$ cat config.mk
export PLATFORM = sky130hd
export DESIGN_NAME = scsi_processor_io_rw_decoder
export DESIGN_NICKNAME = d
export VERILOG_FILES = /design/src/shared/scsi_proc_pkg.sv /design/src/rtl/scsi_processor_io_rw_decoder.sv
export SDC_FILE = /design/constraint.sdc
export NUM_CORES = 2
export LEC_CHECK = 0
export BUFFER_PORTS_ARGS = -buffer_cell sky130_fd_sc_hd__buf_2
export CAP_MARGIN = 40
export CORE_MARGIN = 5
export CORE_UTILIZATION = 45
export DETAILED_ROUTE_END_ITERATION = 10
export PLACE_DENSITY = 0.59
export SYNTH_ARGS = -nofsm -noshare
export SYNTH_HDL_FRONTEND = slang
export SYNTH_SLANG_ARGS = --single-unit
$ cat constraint.sdc
create_clock -name clk -period 14 [get_ports clk]
set_input_delay 1.4 -clock clk [delete_from_list [all_inputs] [get_ports clk]]
set_output_delay 1.4 -clock clk [all_outputs]
set_load 0.02 [all_outputs]
$ cat src/shared/scsi_proc_pkg.sv
package scsi_proc_pkg;
  // =====================================================
  // instruction field positions
  localparam int TYPE_HI = 31;
  localparam int TYPE_LO = 30;
  localparam int OPC_HI = 29;
  localparam int OPC_LO = 27;
  localparam int OPR_HI = 26;
  localparam int OPR_LO = 24;
  localparam int REL_BIT = 26;
  localparam int TBL_BIT = 25;
  localparam int SELATN_BIT = 24;
  localparam int ID_HI = 18;
  localparam int ID_LO = 16;
  localparam int CARRY_BIT = 10;
  localparam int TARGET_BIT = 9;
  localparam int ACK_BIT = 6;
  localparam int ATN_BIT = 3;
  localparam int RA_HI = 22;
  localparam int RA_LO = 16;
  localparam int IMM_HI = 15;
  localparam int IMM_LO = 8;
  localparam int TC_REL_BIT = 23;
  localparam int TC_CTEST_BIT = 21;
  localparam int TC_FLY_BIT = 20;
  localparam int TC_TRUE_BIT = 19;
  localparam int TC_CDATA_BIT = 18;
  localparam int TC_CPHASE_BIT = 17;
  localparam int MASK_HI = 15;
  localparam int MASK_LO = 8;
  localparam int VAL_HI = 7;
  localparam int VAL_LO = 0;
  localparam int OFS_W = 24;

  // =====================================================
  // instruction classes and opcodes
  localparam logic [1:0] TYPE_IORW = 2'h1;
  localparam logic [1:0] TYPE_XFER = 2'h2;
  localparam logic [2:0] OPC_SELECT = 3'h0;
  localparam logic [2:0] OPC_SET = 3'h3;
  localparam logic [2:0] OPC_CLEAR = 3'h4;
  localparam logic [2:0] OPC_TO_REG = 3'h5;
  localparam logic [2:0] OPC_TO_FBR = 3'h6;
  localparam logic [2:0] OPC_RMW = 3'h7;
  localparam logic [2:0] OPC_JUMP = 3'h0;
  localparam logic [2:0] OPC_CALL = 3'h1;
  localparam logic [2:0] OPC_RETURN = 3'h2;
  localparam logic [2:0] OPC_INTR = 3'h3;

  // alu operators
  localparam logic [2:0] ALU_LOAD = 3'h0;
  localparam logic [2:0] ALU_SHL = 3'h1;
  localparam logic [2:0] ALU_OR = 3'h2;
  localparam logic [2:0] ALU_XOR = 3'h3;
  localparam logic [2:0] ALU_AND = 3'h4;
  localparam logic [2:0] ALU_SHR = 3'h5;
  localparam logic [2:0] ALU_ADD = 3'h6;
  localparam logic [2:0] ALU_ADC = 3'h7;

  // table entry byte lanes, lowest address first
  localparam int TE_TIMING_LO = 0;
  localparam int TE_ID_LO = 8;
  localparam int TE_SYNC_LO = 16;
  localparam int TE_ID_W = 3;

  // reset values
  localparam logic [7:0] BYTE_RST = 8'h00;
  localparam logic [31:0] WORD_RST = 32'h0000_0000;

  typedef enum logic [0:0] {ST_IDLE, ST_TABLE} exec_state_t;
endpackage

$ cat src/rtl/scsi_processor_io_rw_decoder.sv
`timescale 1ns/1ps
// Summary of operation
// - bit 6 picks ack, bit 3 attention
// - set instruction sets chosen latch bits
// - clear instruction clears chosen latch bits
// - bit 9 sets or clears target role
// - bit 10 sets or clears carry flag
// - drive ack/atn only as initiator or loopback
// - bit 26 makes alternate address relative
// - bit 25 fetches table at base plus offset
// - table entry: timing, id, sync, zero
// - bits 25/26 give four addressing modes
// - direct mode takes id and address inline
// - bit 24 select-attention, else illegal
// - destination id in bits 18-16
// - opcodes 000-100 I/O, 101-111 register
// - bits 22-16 address one internal register
// - opcode 111 read-modify-write same register
// - 110 into first byte, 101 out of it
// - operator bits 26-24 select alu function
// - shifts rotate through the carry flag
// - transfer opcodes jump, call, return, interrupt
// - transfers conditional on carry, phase, data
// - taken jump or call loads pointer from word 1, bit 23 making it relative
// - call saves pointer, return restores it
module scsi_processor_io_rw_decoder #(
  parameter int REG_AW = 7 // internal register address width
) (
  input wire logic clk, // core clock
  input wire logic rst_b, // async reset, active low
  input wire logic instValid, // one-cycle pulse: instruction words present
  input wire logic [31:0] instWord0, // first instruction word
  input wire logic [31:0] instWord1, // second instruction word
  input wire logic [31:0] instPtr, // current pointer, at next instruction
  input wire logic [31:0] dataStructureBase, // table base address
  input wire logic loopbackEn, // loopback enable of test register two
  input wire logic [2:0] latchedPhase, // phase lines latched on request
  input wire logic atnIn, // attention seen on bus, active high
  input wire logic tableValid, // table word returned
  input wire logic [31:0] tableData, // returned table word
  input wire logic [REG_AW-1:0] peekAddr, // register file read port address
  output logic [7:0] peekData, // register file read data
  output logic busy, // waiting for table word
  output logic tableReq, // table fetch request, held until valid
  output logic [31:0] tableAddr, // table fetch address
  output logic done, // one-cycle pulse: instruction retired
  output logic ipLoad, // one-cycle pulse: take nextIp
  output logic [31:0] nextIp, // new instruction pointer
  output logic [31:0] altAddr, // alternate jump target of I/O
  output logic selStart, // one-cycle pulse: start select/reselect
  output logic selAtn, // attention during selection
  output logic [2:0] destId, // destination scsi id
  output logic [7:0] timingCfg, // loaded timing configuration byte
  output logic [7:0] syncParam, // loaded offset/period byte
  output logic illegalIrq, // one-cycle pulse: illegal instruction
  output logic intReq, // one-cycle pulse: halting interrupt
  output logic intFly, // one-cycle pulse: interrupt on the fly
  output logic [31:0] intVector, // vector of last interrupt
  output logic [1:0] outputLatch, // {ack, atn} of output control latch
  output logic targetMode, // target role bit of control zero
  output logic carry, // alu carry flag
  output logic [7:0] firstByte, // first byte received register
  output logic ackLineOut, // ack pin value, driven low when asserted
  output logic ackLineOe, // ack pin enable
  output logic atnLineOut, // attention pin value
  output logic atnLineOe // attention pin enable
);

  // =====================================================
  // helper functions
  // offsets are 24-bit two's complement, widened to a full word
  function automatic logic [31:0] sext24(input logic [scsi_proc_pkg::OFS_W-1:0] v);
    sext24 = {{(32 - scsi_proc_pkg::OFS_W){v[scsi_proc_pkg::OFS_W-1]}}, v};
  endfunction

  // returns {carryOut, result}; logic ops leave carry alone
  // shifts rotate through carry, so byte and carry form a 9-bit ring
  function automatic logic [8:0] alu(input logic [2:0] op, input logic [7:0] a,
                                     input logic [7:0] imm, input logic cin);
    logic [8:0] r;
    r = {cin, imm};
    case (op)
      scsi_proc_pkg::ALU_LOAD: r = {cin, imm};
      scsi_proc_pkg::ALU_SHL: r = {a[7], a[6:0], cin};
      scsi_proc_pkg::ALU_OR: r = {cin, a | imm};
      scsi_proc_pkg::ALU_XOR: r = {cin, a ^ imm};
      scsi_proc_pkg::ALU_AND: r = {cin, a & imm};
      scsi_proc_pkg::ALU_SHR: r = {a[0], cin, a[7:1]};
      scsi_proc_pkg::ALU_ADD: r = {1'b0, a} + {1'b0, imm};
      default: r = {1'b0, a} + {1'b0, imm} + {8'h00, cin};
    endcase
    alu = r;
  endfunction

  // =====================================================
  // state
  scsi_proc_pkg::exec_state_t state_r, state_nxt;
  logic [7:0] regFile [0:(1<<REG_AW)-1];
  // one temp word only: a second call overwrites the return point
  logic [31:0] temp_r;
  logic [31:0] nextAddr_r; // next address register copy
  logic [31:0] scriptPtrSave_r; // script pointer save copy
  logic [1:0] scsi_output_control_latch_r;
  logic target_r, carry_r;
  logic [7:0] first_byte_received_reg_r;

  // =====================================================
  // field decode
  wire [1:0] instType = instWord0[scsi_proc_pkg::TYPE_HI:scsi_proc_pkg::TYPE_LO];
  wire [2:0] opc = instWord0[scsi_proc_pkg::OPC_HI:scsi_proc_pkg::OPC_LO];
  wire [2:0] opr = instWord0[scsi_proc_pkg::OPR_HI:scsi_proc_pkg::OPR_LO];
  wire isIorw = instValid && (state_r == scsi_proc_pkg::ST_IDLE) &&
                (instType == scsi_proc_pkg::TYPE_IORW);
  wire isXfer = instValid && (state_r == scsi_proc_pkg::ST_IDLE) &&
                (instType == scsi_proc_pkg::TYPE_XFER);
  wire isIo = isIorw && (opc < scsi_proc_pkg::OPC_TO_REG);
  wire isRw = isIorw && (opc >= scsi_proc_pkg::OPC_TO_REG);
  wire isSelFamily = isIo && (opc < scsi_proc_pkg::OPC_SET);
  wire isSelect = isIo && (opc == scsi_proc_pkg::OPC_SELECT) && !target_r;
  wire selAtnBit = instWord0[scsi_proc_pkg::SELATN_BIT];
  wire ioIllegal = isIo && selAtnBit && !isSelect;
  // an illegal set or clear must leave latch, role and carry alone
  wire isSet = isIo && !ioIllegal && (opc == scsi_proc_pkg::OPC_SET);
  wire isClr = isIo && !ioIllegal && (opc == scsi_proc_pkg::OPC_CLEAR);
  wire relMode = instWord0[scsi_proc_pkg::REL_BIT];
  wire tblMode = instWord0[scsi_proc_pkg::TBL_BIT];
  wire [1:0] ackAtnSel = {instWord0[scsi_proc_pkg::ACK_BIT],
                          instWord0[scsi_proc_pkg::ATN_BIT]};

  // alternate target and table address for the select family
  wire [31:0] relTarget = instPtr + sext24(instWord1[scsi_proc_pkg::OFS_W-1:0]);
  wire [31:0] altTarget = relMode ? relTarget : instWord1;
  wire [31:0] tblAddrCalc = dataStructureBase +
                            sext24(instWord0[scsi_proc_pkg::OFS_W-1:0]);
  wire needTable = isSelFamily && !ioIllegal && tblMode;

  // register read/write datapath
  wire [REG_AW-1:0] regAddr = instWord0[scsi_proc_pkg::RA_LO +: REG_AW];
  wire [7:0] immByte = instWord0[scsi_proc_pkg::IMM_HI:scsi_proc_pkg::IMM_LO];
  wire [7:0] regRead = regFile[regAddr];
  wire [7:0] aluSrc = (opc == scsi_proc_pkg::OPC_TO_REG) ? first_byte_received_reg_r : regRead;
  wire [8:0] aluOut = alu(opr, aluSrc, immByte, carry_r);
  wire writeReg = isRw && (opc != scsi_proc_pkg::OPC_TO_FBR);
  wire writeFbr = isRw && (opc == scsi_proc_pkg::OPC_TO_FBR);

  // =====================================================
  // transfer control condition
  wire [2:0] wantPhase = instWord0[scsi_proc_pkg::OPR_HI:scsi_proc_pkg::OPR_LO];
  wire cTest = instWord0[scsi_proc_pkg::TC_CTEST_BIT];
  wire cData = instWord0[scsi_proc_pkg::TC_CDATA_BIT];
  wire cPhase = instWord0[scsi_proc_pkg::TC_CPHASE_BIT];
  wire onTrue = instWord0[scsi_proc_pkg::TC_TRUE_BIT];
  wire [7:0] dMask = instWord0[scsi_proc_pkg::MASK_HI:scsi_proc_pkg::MASK_LO];
  wire [7:0] dVal = instWord0[scsi_proc_pkg::VAL_HI:scsi_proc_pkg::VAL_LO];
  // in target role the phase compare becomes an attention test
  wire phaseOk = target_r ? atnIn : (latchedPhase == wantPhase);
  wire dataOk = ((first_byte_received_reg_r ^ dVal) & ~dMask) == 8'h00;
  wire allTrue = (!cPhase || phaseOk) && (!cData || dataOk);
  wire allFalse = (!cPhase || !phaseOk) && (!cData || !dataOk);
  // with no compare chosen both chains read true: jump-if-false is taken
  wire condTaken = cTest ? (carry_r == onTrue) :
                   (onTrue ? allTrue : allFalse);
  wire xferTaken = isXfer && condTaken;
  wire xferIllegal = isXfer && opc[2];
  wire [31:0] xferTarget = instWord0[scsi_proc_pkg::TC_REL_BIT] ?
                           instPtr + sext24(instWord1[scsi_proc_pkg::OFS_W-1:0]) :
                           instWord1;
  wire doJump = xferTaken && !xferIllegal &&
                (opc == scsi_proc_pkg::OPC_JUMP || opc == scsi_proc_pkg::OPC_CALL);
  wire doCall = xferTaken && (opc == scsi_proc_pkg::OPC_CALL);
  wire doRet = xferTaken && (opc == scsi_proc_pkg::OPC_RETURN);
  wire doInt = xferTaken && (opc == scsi_proc_pkg::OPC_INTR);
  wire doFly = doInt && instWord0[scsi_proc_pkg::TC_FLY_BIT];

  // =====================================================
  // sequencing: only table fetches stall
  // limitation: a table fetch cannot be cancelled; new instructions wait
  wire tableDone = (state_r == scsi_proc_pkg::ST_TABLE) && tableValid;
  always_comb begin
    state_nxt = state_r;
    case (state_r)
      scsi_proc_pkg::ST_IDLE: if (needTable) state_nxt = scsi_proc_pkg::ST_TABLE;
      scsi_proc_pkg::ST_TABLE: if (tableValid) state_nxt = scsi_proc_pkg::ST_IDLE;
      default: state_nxt = scsi_proc_pkg::ST_IDLE;
    endcase
  end

  always_ff @(posedge clk or negedge rst_b) begin
    if (!rst_b) begin
      state_r <= scsi_proc_pkg::ST_IDLE;
    end else begin
      state_r <= state_nxt;
    end
  end

  assign busy = (state_r == scsi_proc_pkg::ST_TABLE);
  assign tableReq = busy;

  // =====================================================
  // set/clear of latch, role and carry; set wins nothing here since
  // only one instruction is ever in flight
  logic [1:0] soclNxt;
  logic targetNxt, carryNxt;
  always_comb begin
    soclNxt = scsi_output_control_latch_r;
    targetNxt = target_r;
    carryNxt = carry_r;
    if (isSet) begin
      soclNxt = scsi_output_control_latch_r | ackAtnSel;
      if (instWord0[scsi_proc_pkg::TARGET_BIT]) targetNxt = 1'b1;
      if (instWord0[scsi_proc_pkg::CARRY_BIT]) carryNxt = 1'b1;
    end else if (isClr) begin
      soclNxt = scsi_output_control_latch_r & ~ackAtnSel;
      if (instWord0[scsi_proc_pkg::TARGET_BIT]) targetNxt = 1'b0;
      if (instWord0[scsi_proc_pkg::CARRY_BIT]) carryNxt = 1'b0;
    end else if (isRw) begin
      carryNxt = aluOut[8];
    end
  end

  always_ff @(posedge clk or negedge rst_b) begin
    if (!rst_b) begin
      scsi_output_control_latch_r <= 2'b00;
      target_r <= 1'b0;
      carry_r <= 1'b0;
    end else begin
      scsi_output_control_latch_r <= soclNxt;
      target_r <= targetNxt;
      carry_r <= carryNxt;
    end
  end

  // =====================================================
  // register file and first byte register; the array has no reset so
  // it maps onto plain storage
  // limitation: a peek in the write cycle still shows the old byte
  always_ff @(posedge clk) begin
    if (writeReg) regFile[regAddr] <= aluOut[7:0];
  end

  always_ff @(posedge clk or negedge rst_b) begin
    if (!rst_b) begin
      first_byte_received_reg_r <= scsi_proc_pkg::BYTE_RST;
    end else if (writeFbr) begin
      first_byte_received_reg_r <= aluOut[7:0];
    end
  end

  always_ff @(posedge clk) begin
    peekData <= regFile[peekAddr];
  end

  // =====================================================
  // select family: id, attention, alternate address, table load
  always_ff @(posedge clk or negedge rst_b) begin
    if (!rst_b) begin
      nextAddr_r <= scsi_proc_pkg::WORD_RST;
      altAddr <= scsi_proc_pkg::WORD_RST;
      destId <= 3'h0;
      selAtn <= 1'b0;
      tableAddr <= scsi_proc_pkg::WORD_RST;
    end else if (isSelFamily && !ioIllegal) begin
      nextAddr_r <= instWord1;
      altAddr <= altTarget;
      // bits 23-19 are not part of the id; only the table offset reads them
      destId <= instWord0[scsi_proc_pkg::ID_HI:scsi_proc_pkg::ID_LO];
      selAtn <= isSelect && selAtnBit;
      tableAddr <= tblAddrCalc;
    end else if (tableDone) begin
      // only three id bits are live in the table byte
      destId <= tableData[scsi_proc_pkg::TE_ID_LO +: scsi_proc_pkg::TE_ID_W];
    end
  end

  always_ff @(posedge clk or negedge rst_b) begin
    if (!rst_b) begin
      timingCfg <= scsi_proc_pkg::BYTE_RST;
      syncParam <= scsi_proc_pkg::BYTE_RST;
    end else if (tableDone) begin
      timingCfg <= tableData[scsi_proc_pkg::TE_TIMING_LO +: 8];
      syncParam <= tableData[scsi_proc_pkg::TE_SYNC_LO +: 8];
    end
  end

  // =====================================================
  // transfer control: pointer, temp and interrupts
  // return ignores bit 23 and always goes back to the temp word
  always_ff @(posedge clk or negedge rst_b) begin
    if (!rst_b) begin
      scriptPtrSave_r <= scsi_proc_pkg::WORD_RST;
      temp_r <= scsi_proc_pkg::WORD_RST;
      nextIp <= scsi_proc_pkg::WORD_RST;
      intVector <= scsi_proc_pkg::WORD_RST;
    end else begin
      if (isXfer) scriptPtrSave_r <= instWord1;
      if (doCall) temp_r <= instPtr;
      if (doJump) nextIp <= xferTarget;
      else if (doRet) nextIp <= temp_r;
      if (doInt) intVector <= instWord1;
    end
  end

  // retire and select-start strobes, kept as named wires
  wire retireNow = (instValid && !busy && !needTable) || tableDone;
  wire selGo = (isSelFamily && !ioIllegal && !tblMode) || tableDone;
  // illegal covers bit 24 off a select and transfer opcodes 1xx
  // intReq halts the sequencer, intFly lets it run on
  // one-cycle event pulses
  always_ff @(posedge clk or negedge rst_b) begin
    if (!rst_b) begin
      ipLoad <= 1'b0;
      done <= 1'b0;
      selStart <= 1'b0;
      illegalIrq <= 1'b0;
      intReq <= 1'b0;
      intFly <= 1'b0;
    end else begin
      ipLoad <= doJump || doRet;
      done <= retireNow;
      selStart <= selGo;
      illegalIrq <= ioIllegal || xferIllegal;
      intReq <= doInt && !doFly;
      intFly <= doFly;
    end
  end

  // =====================================================
  // pins: active-low lines pulled low only while allowed to drive
  wire driveOk = !target_r || loopbackEn;
  // the pin value is a fixed low; the enable alone pulls the line
  assign ackLineOut = 1'b0;
  assign atnLineOut = 1'b0;
  assign ackLineOe = scsi_output_control_latch_r[1] && driveOk;
  assign atnLineOe = (scsi_output_control_latch_r[0] || (selAtn && busy)) && driveOk;

  assign outputLatch = scsi_output_control_latch_r;
  assign targetMode = target_r;
  assign carry = carry_r;
  assign firstByte = first_byte_received_reg_r;

endmodule

==> impl_metrics.tcl <==
set metrics [dict create \
    status "finished clean" \
    antenna_found_initial 25 \
    tightest_slew_ps 1196 \
    rr_worst_depth 20 \
    critical_path_depth 24 \
    setup_tns_ps 0 \
    path_class "primary input to register" \
    drtAntennaViolNets 0 \
    grtUsageTotal_pct 29.32 \
    cpLargestDelayFamily "compound AO/OA/AOI/OAI gates" \
    hp-class "register to register" \
    grt_pass1_vias 40510 \
    drive_above_1_share_pct 31.07 \
    cts.clk_slew.worst_paths_ps 60 \
    row_count 135 \
    min_period_ps 9142 \
    powerDensity_mw_per_mm2 135.1 \
    ys_warn_count 0 \
    drc 0 \
    grt_overflow 0 \
    layout_commonest_cell "edfxtp_1" \
    crit_required_ps 14710 \
    synth-main-ff-cell "edfxtp_1" \
    endpoint_kind "register" \
    hold_violations 0 \
    synthCells 4042 \
    start_util_pct 45.23 \
    die_x_um 378.8 \
    critPathMaxStageDelay_ps 1020 \
    crit_path_end "firstByte[6]" \
    cts-htree-levels 4 \
    cts_root_buf "clkbuf_16" \
    cp_cell_sequence "clkbuf_8, buf_4, buf_12, nor2b_4, buf_4, a221oi_1, o22ai_1, a22oi_1, o211ai_1, a2111oi_2, o21bai_2, inv_1, fa_1, a21o_1, a21oi_1, o21ai_0, xor2_1, nor2_1, o21ai_0, o22ai_1, nor3_2, buf_4, buf_4, mux2_2" \
    synthDistinctLibCells 91 \
    dr.pass1.iters 8 \
    slew-limit-headroom_pct 20.29 \
    design.die.area_mm2 0.1435 \
    syn_area_mm2 0.06119 \
    finalCritPeriodShare_pct 65.30 \
    max_cap_violations 0 \
    clock-sinks 1231 \
    grt_start_max_net_pins 111 \
    final_cell_mix "edfxtp_1, mux4_2, buf_2, nor2_1, nand2_1" \
    setup_violations 0 \
    p_leak_nw 25.18 \
    io_buffer_count 340 \
    post_cts_buffers 0 \
    slowest_stage "a2111oi_2" \
    clock_latency_ps 790 \
    syn_area_per_cell_um2 15.14 \
    crit_buf_inv 7 \
    io_pins 356 \
    grt_pass1_wl_um 301400 \
    vias_per_cell 6.683 \
    detail_route.wl_per_cell_um 33.77 \
    cts-resized-gates 0 \
    clockBufferDepth 3 \
    max-vdd-ir-drop_mv 0.1127 \
    postCtsHoldBufs 0 \
    cpMostUsedCell "buf_4" \
    clock_skew_ps 44.18 \
    yosysSeqAreaShare_pct 58.65 \
    maxSlewViolCount 0 \
    r2r_start "regFile[32][1]" \
    dp_hpwl_um 144800 \
    ys_seq_elements 1231 \
    syn_to_final_growth_pct 14.70 \
    setup_slack_ps 4858 \
    routed_wl_um 214200 \
    rsz0062_at_grt "no" \
    synth_edf_count 1024 \
    r2r_slack_ps 6910 \
    arrival_ps 9850 \
    cts_tree "done" \
    cts_buffers 137 \
    globalplace.congestion 0.9149 \
    drtIter0Drc 5828 \
    fmax_mhz 109.4 \
    vias 42380 \
    critPathLaunch "instWord0[18]" \
    place_ws_ps 4551 \
    cp-start-kind "primary input" \
    fin_nets 4698 \
    async_flop_share_pct 16.17 \
    crit_fanout 83 \
    core_area_mm2 0.1353 \
    die_h_um 378.8 \
    reg2reg_to "firstByte[6]" \
]
-- worst min-delay path, cell delays in order, from the launching register on --
cell	delay, ps
dfrtp_1	330
nand2_1	50
o21ai_0	60
-- state kept, by name, summed over array words and instances, names as in the netlist, named ones only --
signal / flops
firstByte: 8
tableAddr: 32
syncParam: 8
temp_r: 32
intVector: 32
busy: 1
intReq: 1
selStart: 1
regFile: 1024
illegalIrq: 1
carry: 1
destId: 3
timingCfg: 8
ipLoad: 1
peekData: 8
altAddr: 32
targetMode: 1
nextIp: 32
intFly: 1
done: 1
selAtn: 1
-- where the power goes --
| group | switching, W | internal [W] | total [W] |
|---|---|---|---|
| registers | 0.0000807 | 0.00425 | 0.00433 |
| clock network | 0.00154 | 0.00208 | 0.00361 |
| logic | 0.00103 | 0.000506 | 0.00153 |
-- through the flow --
stage	util, %	hold slack, ps	cell area (µm²)	total power, W	std cells
CTS	51.85	478.2	70150	0.009497	6328
floorplan	-	450.2	61190	0.005314	4043
global route	51.86	492.4	70170	0.009769	6335
finish	51.87	470.8	70180	0.009480	6341
detailed placement	48.57	465.1	65710	0.005917	6078
global placement	47.71	456.4	64560	0.005890	5948
-- worst min path at each step --
stage	startpoint	endpoint	slack, ps	cells past startpoint
after global placement	tableAddr[19]	tableAddr[19]	460	2
after global routing	altAddr[11]	altAddr[11]	490	2
after floorplan	temp_r[1]	temp_r[1]	450	2
final	altAddr[2]	altAddr[2]	470	2
after detailed placement	altAddr[2]	altAddr[2]	470	2
after CTS	altAddr[2]	altAddr[2]	480	2
-- area by class of cell --
type | instances | area, µm²
Inverter | 57 | 215.2
Clock inverter | 86 | 822.0
Clock buffer | 164 | 3612
Multi-Input combinational cell | 2452 | 23770
Sequential cell | 1231 | 35890
Fill cell | 11180 | 65120
Antenna cell | 12 | 30.03
Tap cell | 1781 | 2228
Timing Repair Buffer | 558 | 3620
-- Yosys cell counts (all sizes together) (19+ instances only) --
library cell | n | area (µm²)
mux2 | 195 | 2196
inv | 56 | 210.2
a22oi | 56 | 420.4
a22o | 19 | 166.4
edfxtp | 1024 | 30750
clkbuf | 156 | 585.6
nor2 | 265 | 999.7
nand2 | 252 | 945.9
a211oi | 24 | 180.2
a21o | 33 | 247.7
a21oi | 156 | 780.8
buf | 147 | 903.4
xnor2 | 47 | 411.6
nor2b | 21 | 131.4
dfrtp | 199 | 4980
ha | 82 | 1026
a31oi | 34 | 212.7
mux2i | 132 | 1321
o22ai | 44 | 295.3
o21ai | 188 | 940.9
a221o | 33 | 330.3
a221oi | 116 | 1028
mux4 | 420 | 9459
xor2 | 32 | 280.3
nor3 | 21 | 105.1
nand3 | 38 | 190.2
-- metal layers --
layer  up-vias  share of wire, %  track usage [%]
met3       521                13            9.400
met2      2949                44            43.76
met5         -             0.071                0
met4        24               4.6            12.08
met1     21670                38            39.98
li1      17210                 -                -
-- kinds of logic (layout without fill, tap and decap cells) --
logic type | after synthesis | count (layout) | share of synthesized area, %
XOR/XNOR | 79 | 79 | 1.131
adder cells (fa/ha/maj) | 86 | 86 | 1.791
other | 1 | 14 | 0.006128
AO/OA/AOI/OAI | 839 | 839 | 9.447
flip-flops | 1231 | 1231 | 58.65
AND/OR/NAND/NOR | 699 | 699 | 4.985
buffers and inverters | 360 | 865 | 2.783
multiplexers | 747 | 747 | 21.21
Note: power is estimated with default switching activity, not from simulation.
